<file path="src/include/dco_pkg.sv">
`default_nettype none
package dco_pkg;
    // Error bands in per-mille of the target period.
    localparam logic [9:0] COARSE_BAND_PM = 10'h096; // 150 = 15%
    localparam logic [9:0] FINE_BAND_PM   = 10'h032; // 50 = 5%
    // Step sizes on the stage field.
    localparam logic [7:0] COARSE_STEP    = 8'h20;   // stage bit 5
    localparam logic [7:0] MEDIUM_STEP    = 8'h08;   // about 1.61..2.94%
    localparam logic [7:0] FINE_STEP      = 8'h01;   // about 0.202..0.368%
    localparam int         BASE_PER_STEP  = 4;
    localparam int         MEDIUM_MAX     = 8;
    localparam int         FINE_MAX       = 24;
    localparam logic [3:0] DIV_MAX        = 4'h9;
    localparam logic [3:0] DIV_RESET      = 4'h0;
    localparam logic [7:0] STAGE_RESET    = 8'h80;
    localparam int         RING_MIN       = 17;
    typedef enum logic [1:0] {REG_COARSE, REG_MEDIUM, REG_FINE, REG_DONE}
        regime_t;
endpackage
`default_nettype wire

</file>
<file path="src/rtl/dco_ring_map.sv">
`timescale 1ns/1ps
`default_nettype none
module dco_ring_map (
    input  wire logic [3:0] div_code,
    input  wire logic [2:0] stage_hi,
    output logic      [3:0] div_eff,
    output logic      [4:0] ring_len
);
    always_comb begin
        div_eff = (div_code > dco_pkg::DIV_MAX) ? dco_pkg::DIV_MAX
                                               : div_code;
        ring_len = 5'(dco_pkg::RING_MIN) + {1'b0, stage_hi, 1'b0};
    end
endmodule // dco_ring_map
`default_nettype wire

</file>
<file path="src/rtl/dco_loop_filter.sv">
// Operation
// - Medium steps between fifteen and five percent.
// - Medium regime ends within eight steps.
// - Each correction spans four base-clock periods.
// - Set stable flag when within five percent, or once the medium steps run out.
// - Minimum steps once within five percent.
// - Fine regime ends within 24 steps.
// - Software writes fields while generator disabled.
// - Re-enable starts from last written fields.
// - Divider saturates at nine; higher codes act nine.
// - Coarse steps above fifteen percent error.
// - Upper stage bits select ring 17..31.
`timescale 1ns/1ps
`default_nettype none
module dco_loop_filter #(
    // Counts of the regimes; the defaults are the documented figures.
    parameter int MEDIUM_STEPS   = dco_pkg::MEDIUM_MAX,
    parameter int FINE_STEPS     = dco_pkg::FINE_MAX,
    parameter int TICKS_PER_STEP = dco_pkg::BASE_PER_STEP
) (
    input  wire logic       sys_clk,
    input  wire logic       rst_n,
    input  wire logic       base_tick,
    input  wire logic       internal_gen_enable,
    input  wire logic       mult_change,
    input  wire logic       err_valid,
    input  wire logic       err_too_slow,
    input  wire logic [9:0] err_pm,
    input  wire logic       sw_div_wr,
    input  wire logic [3:0] sw_div_data,
    input  wire logic       sw_stage_wr,
    input  wire logic [7:0] sw_stage_data,
    output logic      [3:0] dco_divider_field,
    output logic      [7:0] dco_stage_field,
    output logic      [3:0] div_effective,
    output logic      [4:0] ring_length,
    output logic      [1:0] regime,
    output logic            clock_stable_flag
);
    typedef struct packed {
        logic [3:0]          en_s;
        logic [3:0]          div;
        logic [7:0]          stage;
        logic [3:0]          div_eff;
        logic [4:0]          ring;
        logic [1:0]          tick_cnt;
        logic [4:0]          step_cnt;
        dco_pkg::regime_t    reg_st;
        logic                stable;
    } state_t;

    state_t     s_q;
    state_t     s_d;
    logic [3:0] map_div;
    logic [4:0] map_ring;
    logic [8:0] sum;
    logic [7:0] step;
    logic       tick_last;
    logic       band_coarse;
    logic       band_medium;
    logic       medium_left;
    logic       fine_spent;
    logic       in_settled;

    // The step counter is five bits wide and the tick counter two, so
    // larger counts could not be told apart and are refused here.
    if (MEDIUM_STEPS < 1 || MEDIUM_STEPS > 31) begin : g_bad_medium
        $error("MEDIUM_STEPS must lie in 1..31");
    end
    if (FINE_STEPS < 1 || FINE_STEPS > 31) begin : g_bad_fine
        $error("FINE_STEPS must lie in 1..31");
    end
    if (TICKS_PER_STEP < 1 || TICKS_PER_STEP > 4) begin : g_bad_ticks
        $error("TICKS_PER_STEP must lie in 1..4");
    end

    // Band decode is kept apart from the state update for readability.
    assign tick_last   = (s_q.tick_cnt == 2'(TICKS_PER_STEP - 1));
    assign band_coarse = (err_pm > dco_pkg::COARSE_BAND_PM);
    assign band_medium = (err_pm > dco_pkg::FINE_BAND_PM);
    assign medium_left = (s_q.step_cnt < 5'(MEDIUM_STEPS));
    assign fine_spent  = (s_q.step_cnt >= 5'(FINE_STEPS - 1));
    assign in_settled  = (s_q.reg_st == dco_pkg::REG_FINE ||
                          s_q.reg_st == dco_pkg::REG_DONE);

    dco_ring_map u_map (
        .div_code (s_q.div),
        .stage_hi (s_q.stage[7:5]),
        .div_eff  (map_div),
        .ring_len (map_ring)
    );

    // Next-state logic. Only the synchronised enable, never the raw pin, is
    // looked at, so a write strobe near an enable edge is either taken
    // whole or ignored whole.
    always_comb begin
        s_d = s_q;
        sum = 9'h000;
        step = dco_pkg::FINE_STEP;
        s_d.en_s = {s_q.en_s[2:0], internal_gen_enable};
        s_d.div_eff = map_div;
        s_d.ring = map_ring;
        if (!s_q.en_s[3]) begin
            // Disabled: only software moves the operating point.
            if (sw_div_wr) begin
                s_d.div = sw_div_data;
            end
            if (sw_stage_wr) begin
                s_d.stage = sw_stage_data;
            end
            // The tick counter restarts so that the first correction after
            // enable spans a full step.
            s_d.tick_cnt = 2'h0;
            s_d.step_cnt = 5'h00;
            s_d.reg_st = dco_pkg::REG_COARSE;
            s_d.stable = 1'b0;
        end else if (mult_change) begin
            // A new multiplier invalidates the settled state but keeps the
            // operating point as the start of the next search.
            s_d.reg_st = dco_pkg::REG_COARSE;
            s_d.step_cnt = 5'h00;
            s_d.stable = 1'b0;
        end else if (base_tick) begin
            // Fields held from disable are the start point.
            // Software strobes are not looked at here.
            s_d.tick_cnt = tick_last ? 2'h0 : s_q.tick_cnt + 2'h1;
            if (tick_last && err_valid) begin
                if (band_coarse) begin
                    step = dco_pkg::COARSE_STEP;
                    s_d.reg_st = dco_pkg::REG_COARSE;
                    s_d.step_cnt = 5'h00;
                end else if (band_medium && medium_left) begin
                    step = dco_pkg::MEDIUM_STEP;
                    s_d.reg_st = dco_pkg::REG_MEDIUM;
                    s_d.step_cnt = s_q.step_cnt + 5'h01;
                end else begin
                    // Bound the medium regime: eight steps then fine.
                    // The flag rises on entry to the fine regime, so a loop
                    // that ran out of medium steps still reports usable.
                    if (!in_settled) begin
                        s_d.step_cnt = 5'h00;
                    end
                    s_d.stable = 1'b1;
                    step = dco_pkg::FINE_STEP;
                    s_d.reg_st = dco_pkg::REG_FINE;
                    if (s_q.reg_st == dco_pkg::REG_DONE ||
                        (s_q.reg_st == dco_pkg::REG_FINE && fine_spent)) begin
                        s_d.reg_st = dco_pkg::REG_DONE;
                        step = 8'h00;
                    end else if (s_q.reg_st == dco_pkg::REG_FINE) begin
                        s_d.step_cnt = s_q.step_cnt + 5'h01;
                    end
                end
                // Stage carry or borrow moves the divider.
                // At the ends of the divider range the stage saturates
                // instead of wrapping, so the period never jumps back.
                if (err_too_slow) begin
                    sum = {1'b0, s_q.stage} - {1'b0, step};
                    if (sum[8]) begin
                        if (s_q.div != 4'h0) begin
                            s_d.div = s_q.div - 4'h1;
                            s_d.stage = sum[7:0];
                        end else begin
                            s_d.stage = 8'h00;
                        end
                    end else begin
                        s_d.stage = sum[7:0];
                    end
                end else begin
                    sum = {1'b0, s_q.stage} + {1'b0, step};
                    if (sum[8]) begin
                        if (s_q.div < dco_pkg::DIV_MAX) begin
                            s_d.div = s_q.div + 4'h1;
                            s_d.stage = sum[7:0];
                        end else begin
                            s_d.stage = 8'hFF;
                        end
                    end else begin
                        s_d.stage = sum[7:0];
                    end
                end
            end
        end
    end

    // One register bank holds the whole state; the mid-range stage code
    // after reset lets the first corrections move either way.
    always_ff @(posedge sys_clk or negedge rst_n) begin
        if (!rst_n) begin
            s_q <= '{en_s:     4'h0,
                     div:      dco_pkg::DIV_RESET,
                     stage:    dco_pkg::STAGE_RESET,
                     div_eff:  4'h0,
                     ring:     5'h00,
                     tick_cnt: 2'h0,
                     step_cnt: 5'h00,
                     reg_st:   dco_pkg::REG_COARSE,
                     stable:   1'b0};
        end else begin
            s_q <= s_d;
        end
    end

    // The enable passes two synchronising stages before any logic sees it,
    // and two more let a write strobe settle first; the cost is a
    // four-cycle lag on every enable change.
    // Every output is a register field; the ring map is re-registered so
    // that the oscillator never sees a combinational glitch.
    assign dco_divider_field = s_q.div;
    assign dco_stage_field   = s_q.stage;
    assign div_effective     = s_q.div_eff;
    assign ring_length       = s_q.ring;
    assign regime            = s_q.reg_st;
    assign clock_stable_flag = s_q.stable;
endmodule // dco_loop_filter
`default_nettype wire

</file>
<file path="config.mk">
export PLATFORM = sky130hd
export DESIGN_NAME = dco_loop_filter
export DESIGN_NICKNAME = d
export VERILOG_FILES = /design/src/include/dco_pkg.sv /design/src/rtl/dco_ring_map.sv /design/src/rtl/dco_loop_filter.sv
export SDC_FILE = /design/constraint.sdc
export NUM_CORES = 1
export LEC_CHECK = 0
export BUFFER_PORTS_ARGS = -buffer_cell sky130_fd_sc_hd__buf_4
export CAP_MARGIN = 20
export CORE_MARGIN = 2
export CORE_UTILIZATION = 35
export CTS_CLUSTER_DIAMETER = 80
export DETAILED_ROUTE_END_ITERATION = 8
export GPL_ROUTABILITY_DRIVEN = 0
export SLEW_MARGIN = 30
export SYNTH_ARGS = -nofsm -noshare
export SYNTH_HDL_FRONTEND = slang
export SYNTH_SLANG_ARGS = --single-unit
</file>
<file path="constraint.sdc">
create_clock -name sys_clk -period 4.1 [get_ports sys_clk]
set_clock_uncertainty 0.1 [all_clocks]
set_input_delay 1.025 -clock sys_clk [delete_from_list [all_inputs] [get_ports sys_clk]]
set_output_delay 1.025 -clock sys_clk [all_outputs]
set_load 0.05 [all_outputs]
</file>
; ---- Word level (Yosys, flattened, before mapping)
; Cells that the tools add are included.
; Widths: inputs -> output; s select.
[classes]
n_mux = 37
reduce_logical = 13
magnitude_cmp = 6
eq_ne = 14
add_sub_neg = 7
[op_table]
columns = op, n
row1 = $mux 8, 11
row2 = $mux 12, 5
row3 = $mux 4, 7
row4 = $mux 10, 2
row5 = $mux 5, 3
row6 = $ne 3x2->1 const B, 5
row7 = $mux 7, 2
row8 = $gt 10x6->1 const B, 1
row9 = $gt 10x8->1 const B, 1
row10 = $add 8x8->9, 1
row11 = $ne 3x3->1 const B, 3
row12 = $sub 8x8->9, 1
row13 = $reduce_and 4->1, 2
row14 = $reduce_and 8->1, 1
row15 = $eq 2x2->1 const B, 3
row16 = $mux 6, 1
row17 = $add 5x1->5 const B, 1
row18 = $add 5x4->5 const A, 1
row19 = $ge 5x5->1 const B, 1
row20 = $lt 5x4->1 const B, 1
row21 = $add 4x1->4 const B, 1
row22 = $gt 4x4->1 const B, 1
row23 = $lt 4x4->1 const B, 1
row24 = $mux 1, 4
row25 = other kinds (10), 17
[word_totals]
input_bits = 31
output_inout_bits = 24
elab_cells = 86
regBits = 35

; ---- Depth between registers and ports, before layout
; Gate-level depths: netlist of run 1.
[logic_depth]
depth_word = 18
mapped_depth = 13
depth_no_buf = 12

; ---- By module
; From an unflattened synthesis of run 1, not the netlist that was laid out.
[unflattened]
cells_unflattened = 280
hier_area_um2 = 2506.2
[by_module_without_submodules]
columns = mod, area_per_inst_um2, cells_each, n_inst, seq_area_each_um2
row1 = dco_loop_filter, 2437.3, 269, 1, 877.1
row2 = dco_ring_map, 68.8, 11, 1, 0.0

; ---- Worst setup path after synthesis of run 1
; No wires, ideal clock.
[synth_timing]
path_kind = in2reg
start = input port err_pm[9]
end = register s_q (netlist bit dco_divider_field[3])
setup_ns = 0.069
slack_ns = 0.540
t_required_ns = 3.931
t_arrival_ns = 3.391
n_path_buf = 1
stages = 12
path_cell_list = nor4_1 o32a_1 o21ai_0 nor2_1 ha_1 ha_1 and3b_1 buf_2 o221a_2 a22o_2 or4b_1 nand3_1
[synth_via]
elab_chain_len = 11
elab_cells_between_ends = 14
classes_between = add/sub: 2 / order compare: 2 / eq/ne: 2 / mux: 6 / reduce/logical: 2
[synth_lines]
columns = item, line
row1 = "start, declared", dco_loop_filter.sv:28  ; input wire logic [9:0] err_pm,
row2 = $gt 10x6->1, dco_loop_filter.sv:80  ; assign band_medium = (err_pm > dco_pkg::FINE_BAND_PM);
row3 = $logic_and 1x1->1, dco_loop_filter.sv:132  ; end else if (band_medium && medium_left) begin
row4 = $mux 4, dco_loop_filter.sv:132
row5 = $mux 6 *, dco_loop_filter.sv:128  ; if (band_coarse) begin
row6 = $mux 8 *, dco_loop_filter.sv:127  ; if (tick_last && err_valid) begin
row7 = $mux 8 *, dco_loop_filter.sv:123  ; end else if (base_tick) begin
row8 = $mux 8 *, dco_loop_filter.sv:117  ; end else if (mult_change) begin
row9 = $mux 8 *, dco_loop_filter.sv:103  ; if (!s_q.en_s[3]) begin
row10 = $sub 8x8->9 or $add 8x8->9 (tied branches), "dco_loop_filter.sv:158, dco_loop_filter.sv:170"
row11 = $ne 3x2->1 (no source line), -
row12 = $reduce_and 8->1 (no source line) *, -
row13 = "end signal, assigned", dco_loop_filter.sv:190  ; s_q <= '{en_s: 4'h0,
row14 = "end, declared", dco_loop_filter.sv:52  ; state_t s_q;
; Every way passes the cells marked *; elsewhere a longest branch is shown, timed or not. The select of a mux whose other input is x is not followed.
; A chain may end at the register's enable or synchronous reset.

; ---- Worst setup path after layout of run 1
; Ends and elaborated chain as after synthesis.

==> reports/qor.yml, run 1 <==
setup_path:
  cp_cell_sequence: "buf_4 > nor4_1 > o32a_1 > o21ai_0 > nor2_1 > ha_1 > ha_1 > and3b_1 > o221a_2 > a22o_2 > or4b_1 > nand3_1"
  critPathArrivalTime_ns: 3.81
  cp_max_fo: 8
  crit_path_start: "err_pm[9]"
  critPathLaunchType: "input port"
  crit_path_max_incr_delay_ns: 0.44
  cp_num_cells: 12
  crit_type: "in -> reg"
  endpoint: "dco_divider_field[3]"
  setup.worst_path.end_class: "flip-flop"
  critPathBufInv: 1
  crit_top_cell: "ha_1"
  reg2reg_slack_ns: 0.60
  crit_path_top_delay_cell: "or4b_1"
  cpLargestDelayFamily: "simple AND/OR/NAND/NOR gates"
  critPathRequiredTime_ns: 4.23
  worstRegToRegCells: 12
  r2r_end: "dco_divider_field[3]"
  reg2reg_from: "s_q[3]"
floorplan:
  start_util: 0.3610
  design.core.area_um2: 6794
  fp.dieW_um: 87.71
  dieArea_um2: 7692
  io_pins: 55
  die_h_um: 87.71
  rows: 30
finish:
  diodes: 0
  nets: 351
  syn_to_final_growth_pct: 17.19
  drive_above_1_share: 0.2386
global_routing:
  grt_pass1_vias: 1998
  antenna_found_initial: 0
  grt_max_degree: 35
  grt_usage: 0.1608
  grt_pass1_wl_mm: 9.639
  grt-ovfl-total: 0
timing:
  hold_viol: 0
  final_max_slew_viol_count: 0
  finalSetupViolations: 0
  finalCriticalPeriod_ns: 3.677
  max_freq_ghz: 0.2720
  rsz0062_at_grt: "false"
  finalCritPeriodShare: 0.8968
  worstMarginPinSlew_ns: 0.8702
  setup_tns_ns: 0
  maxSlewHeadroom: 0.4145
clock_network:
  insertion_delay_ns: 0.29
  tritoncts: "built"
  cts_htree_levels: 2
  cts_buffers: 5
  cts_hold_buf: 0
  cts.sinks: 34
  cts_setup_buffers: 0
  clock_path_buffers: 2
  clkSlewWorstSetupHoldPaths_ns: 0.07
  cts_resized: 0
  root_buffer: "clkbuf_8"
logic_synthesis:
  yosys.area_share.adder: 0.07959
  synth_cells: 274
  yosysWarnings: 0
  synth_area_per_cell_um2: 8.950
  synth_compound_area_frac: 0.2362
  synthSimpleGateAreaFrac: 0.1872
  synthMuxAreaShare: 0.004082
  ys_ff_latch: 34
  syn_area_um2: 2452
  syn_nets: 320
  async_flop_share: 1.000
  synth_xor_xnor_area_share: 0.03214
  synth_flop_cell: "dfrtp_1"
  synth_edf_count: 0
  ys_types: 64
  ys_seq_area_frac: 0.3474
  synth_top_family_by_area: "compound AO/OA/AOI/OAI gates"
power_and_ir_drop:
  power_w: 0.001108
  cellPowerDensity_nw_per_um2: 385.6
  p_leak_nw: 1.287
  ir_drop_mv: 0.1913
routing:
  drt-total-wl_mm: 5.926
  vias: 2135
  detail-route-antenna-nets: 0
  drt_iter0_drc: 162
  drtPass1Iterations: 5
  vias_per_cell: 5.311
  wire_per_inst_um: 14.74
  drcViolationCount: 0
worst_hold_path:
  holdPathStages: 0
  hold_class: "reg -> reg"
placed_design:
  portBuffers: 54
  hpwlAfterDp_mm: 4.487
outcome:
  status: "finished clean"
job:
  maxCapViolations: 0
registers in the layout, indices dropped and copies added, names as in the netlist:
| signal | cells |
|---|---|
| dco_divider_field | 4 |
| div_effective | 4 |
| s_q | 8 |
| dco_stage_field | 8 |
| ring_length | 4 |
| s_d | 3 |
| clock_stable_flag | 1 |
| regime | 2 |
routing by layer:
metal / part of all wire / up-vias / GRT usage
met5: 0 / - / 0
met4: 0.013 / 0 / 0.04755
met1: 0.46 / 1010 / 0.2161
li1: - / 1042 / -
met3: 0.061 / 5 / 0.04807
met2: 0.47 / 78 / 0.2507
layout make-up:
cell class / instances / area, um^2
Clock inverter: 2 / 12.51
Multi-Input combinational cell: 193 / 1326
Inverter: 14 / 52.55
Sequential cell: 34 / 852.1
Fill cell: 670 / 3920
Timing Repair Buffer: 57 / 427.9
Clock buffer: 6 / 82.58
Tap cell: 96 / 120.1
through the flow:
step / utilization / std cells / setup WS, ns / hold slack [ns] / instance area (um^2)
floorplan: - / 274 / 0.5402 / 0.2312 / 2452
detailed placement: 0.4090 / 394 / 0.1285 / 0.2371 / 2779
global route: 0.4230 / 402 / 0.1774 / 0.2628 / 2874
CTS: 0.4230 / 402 / 0.4412 / 0.2574 / 2874
finish: 0.4230 / 402 / 0.4232 / 0.2541 / 2874
global placement: 0.4090 / 394 / 0.2278 / 0.2351 / 2779
worst min path at each step:
stage | from | to | slack [ns]
2_1_floorplan | s_d[32] | s_d[33] | 0.23
3_5_place_dp | s_d[33] | s_d[34] | 0.24
4_1_cts | s_d[34] | s_q[34] | 0.26
6_report | s_d[34] | s_q[34] | 0.25
3_3_place_gp | s_d[34] | s_q[34] | 0.24
5_1_grt | s_d[34] | s_q[34] | 0.26
cells in the final DEF (no fill, tap or decap), types with 6 or more instances in the layout:
cell / Yosys / final
nand3_1: 10 / 10
nand2_1: 20 / 20
inv_1: 14 / 14
nor2_1: 19 / 19
a21oi_1: 14 / 14
ha_1: 14 / 14
clkbuf_8: 0 / 6
nor3_1: 11 / 11
dfrtp_1: 33 / 33
buf_4: 23 / 57
o21ai_0: 9 / 9
where the power goes:
group | leakage (nW) | total [W] | internal, W | switching (W)
logic | 0.833 | 0.000413 | 0.000153 | 0.000260
registers | 0.406 | 0.000432 | 0.000374 | 0.0000583
clock network | 0.0472 | 0.000263 | 0.000135 | 0.000128
total | 1.29 | 0.00111 | 0.000661 | 0.000447
cells in the mapped netlist (all sizes together), types with 2 or more instances:
master   number  area, um^2
dfrtp        33       825.8
buf          27       198.9
nand2        20       75.07
nor2         19       71.32
a21oi        14       70.07
ha           14       175.2
inv          14       52.55
nor3         11       55.05
nand3        10       50.05
o21ai         9       45.04
clkbuf        6       22.52
a211oi        5       42.54
a31oi         5       31.28
xor2          5       43.79
a21o          4       30.03
nand2b        4       25.02
nor2b         4       25.02
o211ai        4       30.03
o221ai        4       35.03
xnor2         4       35.03
a211o         3       26.28
a22o          3       27.53
nand4         3       18.77
a2111oi       2       17.52
a21boi        2       15.02
a221oi        2       17.52
a22oi         2       15.01
and2          2       12.51
and3          2       12.51
nor3b         2       15.01
nor4          2       12.51
o21a          2       15.01
o22ai         2       12.51
o2bb2ai       2       17.52
o32ai         2       25.03
o41a          2       22.52
or2           2       12.51
cells by family after synthesis:
logic type,Yosys count
adder cells (fa/ha/maj),15
AND/OR/NAND/NOR,89
other,1
flip-flops,34
buffers and inverters,47
AO/OA/AOI/OAI,78
XOR/XNOR,9
multiplexers,1
Note: power is estimated with default switching activity, not from simulation.
==> inputs of run 2 (changes only) <==
GPL_TIMING_DRIVEN = 0   (was not set)
clock period = 4.3 ns   (was 4.1 ns; I/O delays follow)
==> run 2 against run 1 <==
Net effect: design area rose by 6.9%; combinational power is 13% higher; largest cell class unchanged; total power is 0.67% higher; critical path depth grew 1; sequential power is 9.3% lower; clock power fell by 2%; cell count rose by 7.5%; via count increased by 4.4%; first-iteration DRC count up 37%; die area unchanged; worst setup slack worse by 0.13 ns; non-clock buffer count rose by 30.
==> reports/qor.yml, run 2 (synthesized netlist as in run 1, its figures left out) <==
setup_path:
  crit_type: "in -> reg"
  setup.worst_path.end_class: "flip-flop"
  critPathLaunchType: "input port"
  critPathArrivalTime_ns: 4.12  # +0.31 ns
  cp_max_fo: 6  # -2
  critPathRequiredTime_ns: 4.41  # +0.18 ns
worst_hold_path:
  hold_class: "reg -> reg"
clock_network:
  clock_path_buffers: 2  # unchanged
  insertion_delay_ns: 0.29  # about the same
  clkSlewWorstSetupHoldPaths_ns: 0.07  # about the same
  cts_htree_levels: 2  # unchanged
  cts_resized: 0  # unchanged
  cts_buffers: 5  # unchanged
  cts_hold_buf: 0  # unchanged
  cts.sinks: 34  # unchanged
  cts_setup_buffers: 0  # unchanged
  root_buffer: "clkbuf_8"
  tritoncts: "built"
global_routing:
  grt_usage: 0.1659  # +0.005098
  grt_pass1_vias: 2130  # +6.6%
  grt_max_degree: 35  # unchanged
  antenna_found_initial: 0  # unchanged
  grt-ovfl-total: 0  # unchanged
  grt_pass1_wl_mm: 9.963  # +3.4%
placed_design:
  dp_slack_ns: 0.07389  # -0.05465 ns
  portBuffers: 54  # unchanged
  hpwlAfterDp_mm: 4.592  # +2.3%
routing:
  dr.max_layer_used: "met4"
  vias: 2230  # +4.4%
  met3_length_um: 259  # -28%
  drt-total-wl_mm: 6.089  # +2.8%
  vias_per_cell: 5.162  # -2.8%
  drt_iter0_drc: 222  # +37%
  wl_met2_mm: 2.911  # +5.4%
  drtPass1Iterations: 4  # -1
  detail-route-antenna-nets: 0  # unchanged
  wl_met1_mm: 2.849  # +4.6%
  wire_per_inst_um: 14.09  # -4.4%
  drcViolationCount: 0  # unchanged
timing:
  hold_viol: 0  # unchanged
  rsz0062_at_grt: "false"
  final_max_slew_viol_count: 0  # unchanged
  finalCriticalPeriod_ns: 4.009
  worstMarginPinSlew_ns: 0.8090  # -0.06120 ns
  maxSlewHeadroom: 0.4557  # +0.04118
  finalSetupViolations: 0  # unchanged
  finalCritPeriodShare: 0.9324
  max_freq_ghz: 0.2494
  finalWorstSetupSlack_ns: 0.2908  # -0.1324 ns
finish:
  nets: 381  # +8.5%
  syn_to_final_growth_pct: 25.31
  diodes: 0  # unchanged
  drive_above_1_share: 0.2887  # +0.05013
  final_common_cell: "buf_4"
  layout_common_cells: "77 x buf_4, 33 x dfrtp_1, 20 x nand2_1"
floorplan:
  die_h_um: 87.71  # unchanged
  rows: 30  # unchanged
  start_util: 0.3610  # unchanged
  io_pins: 55  # unchanged
  design.core.area_um2: 6794  # unchanged
  dieArea_um2: 7692  # unchanged
  fp.dieW_um: 87.71  # unchanged
power_and_ir_drop:
  cellPowerDensity_nw_per_um2: 363.0  # -5.8%
  ir_drop_mv: 0.1541  # -19%
  power_w: 0.001116  # +0.67%
  p_leak_nw: 1.409  # +9.5%
outcome:
  status: "finished clean"
job:
  maxCapViolations: 0  # unchanged
==> run 2: changes by cell type in the layout (fill, tap and decap cells not counted), sizes merged <==
cell,before,now
buf,57,81
clkbuf,6,12
==> run 2: cell type report <==
| type | instances | area [um^2] |
|---|---|---|
| Fill cell | 689 | 3721 |
| Clock inverter | 2 | 12.51 |
| Tap cell | 96 | 120.1 |
| Buffer | 33 | 221.5 |
| Multi-Input combinational cell | 193 | 1326 |
| Inverter | 14 | 52.55 |
| Sequential cell | 34 | 852.1 |
| Clock buffer | 6 | 82.58 |
| Timing Repair Buffer | 54 | 405.4 |
==> run 2: power by group <==
part | internal, W | switching [W] | leakage, nW | total (W)
Clock | 0.000129 | 0.000130 | 0.0472 | 0.000259
Sequential | 0.000356 | 0.0000360 | 0.406 | 0.000392
Combinational | 0.000189 | 0.000276 | 0.955 | 0.000465
Total | 0.000674 | 0.000441 | 1.41 | 0.00112
==> run 2: through the flow <==
stage | TNS, ns | hold WS (ns) | cells | instance area [um^2] | utilization
after global placement | -0.02181 | 0.2340 | 424 | 2978 | 0.4383
after CTS | 0 | 0.2543 | 432 | 3073 | 0.4523
after detailed placement | 0 | 0.2363 | 424 | 2978 | 0.4383
after global routing | 0 | 0.2626 | 432 | 3073 | 0.4523
final | 0 | 0.2539 | 432 | 3073 | 0.4523
after floorplan | 0 | 0.2312 | 274 | 2452 | -
==> run 2: final timing paths <==
kind                           start                  to  slack (ns)  cells after the start
max in group asynchronous      rst_n  dco_stage_field[7]        3.14                      1
setup / recovery           err_pm[9]  dco_stage_field[4]        0.29                     13
min in group asynchronous      rst_n  dco_stage_field[1]        0.62                      1
hold / removal               s_d[32]             s_d[33]        0.25                      0
hold reg to reg              s_d[32]             s_d[33]        0.25                      0
setup reg to reg              s_q[3]  dco_stage_field[4]        0.50                     13
==> run 2: routing by layer <==
| metal | track usage | vias to the layer above |
|---|---|---|
| met4 | 0.06713 | 0 |
| met2 | 0.2638 | 65 |
| met3 | 0.02545 | 5 |
| met5 | 0 | - |
| li1 | - | 1105 |
| met1 | 0.2262 | 1055 |
==> run 2: worst max-delay path: stages <==
cell       delay [ns]
buf_4            0.11
nor4_1           0.42
o32a_1           0.23
o21ai_0          0.15
nor2_1           0.21
ha_1             0.26
ha_1             0.20
and3b_1          0.16
buf_2            0.16
o221ai_1         0.23
nor3_1           0.54
a2111oi_0        0.17
o211ai_1         0.20
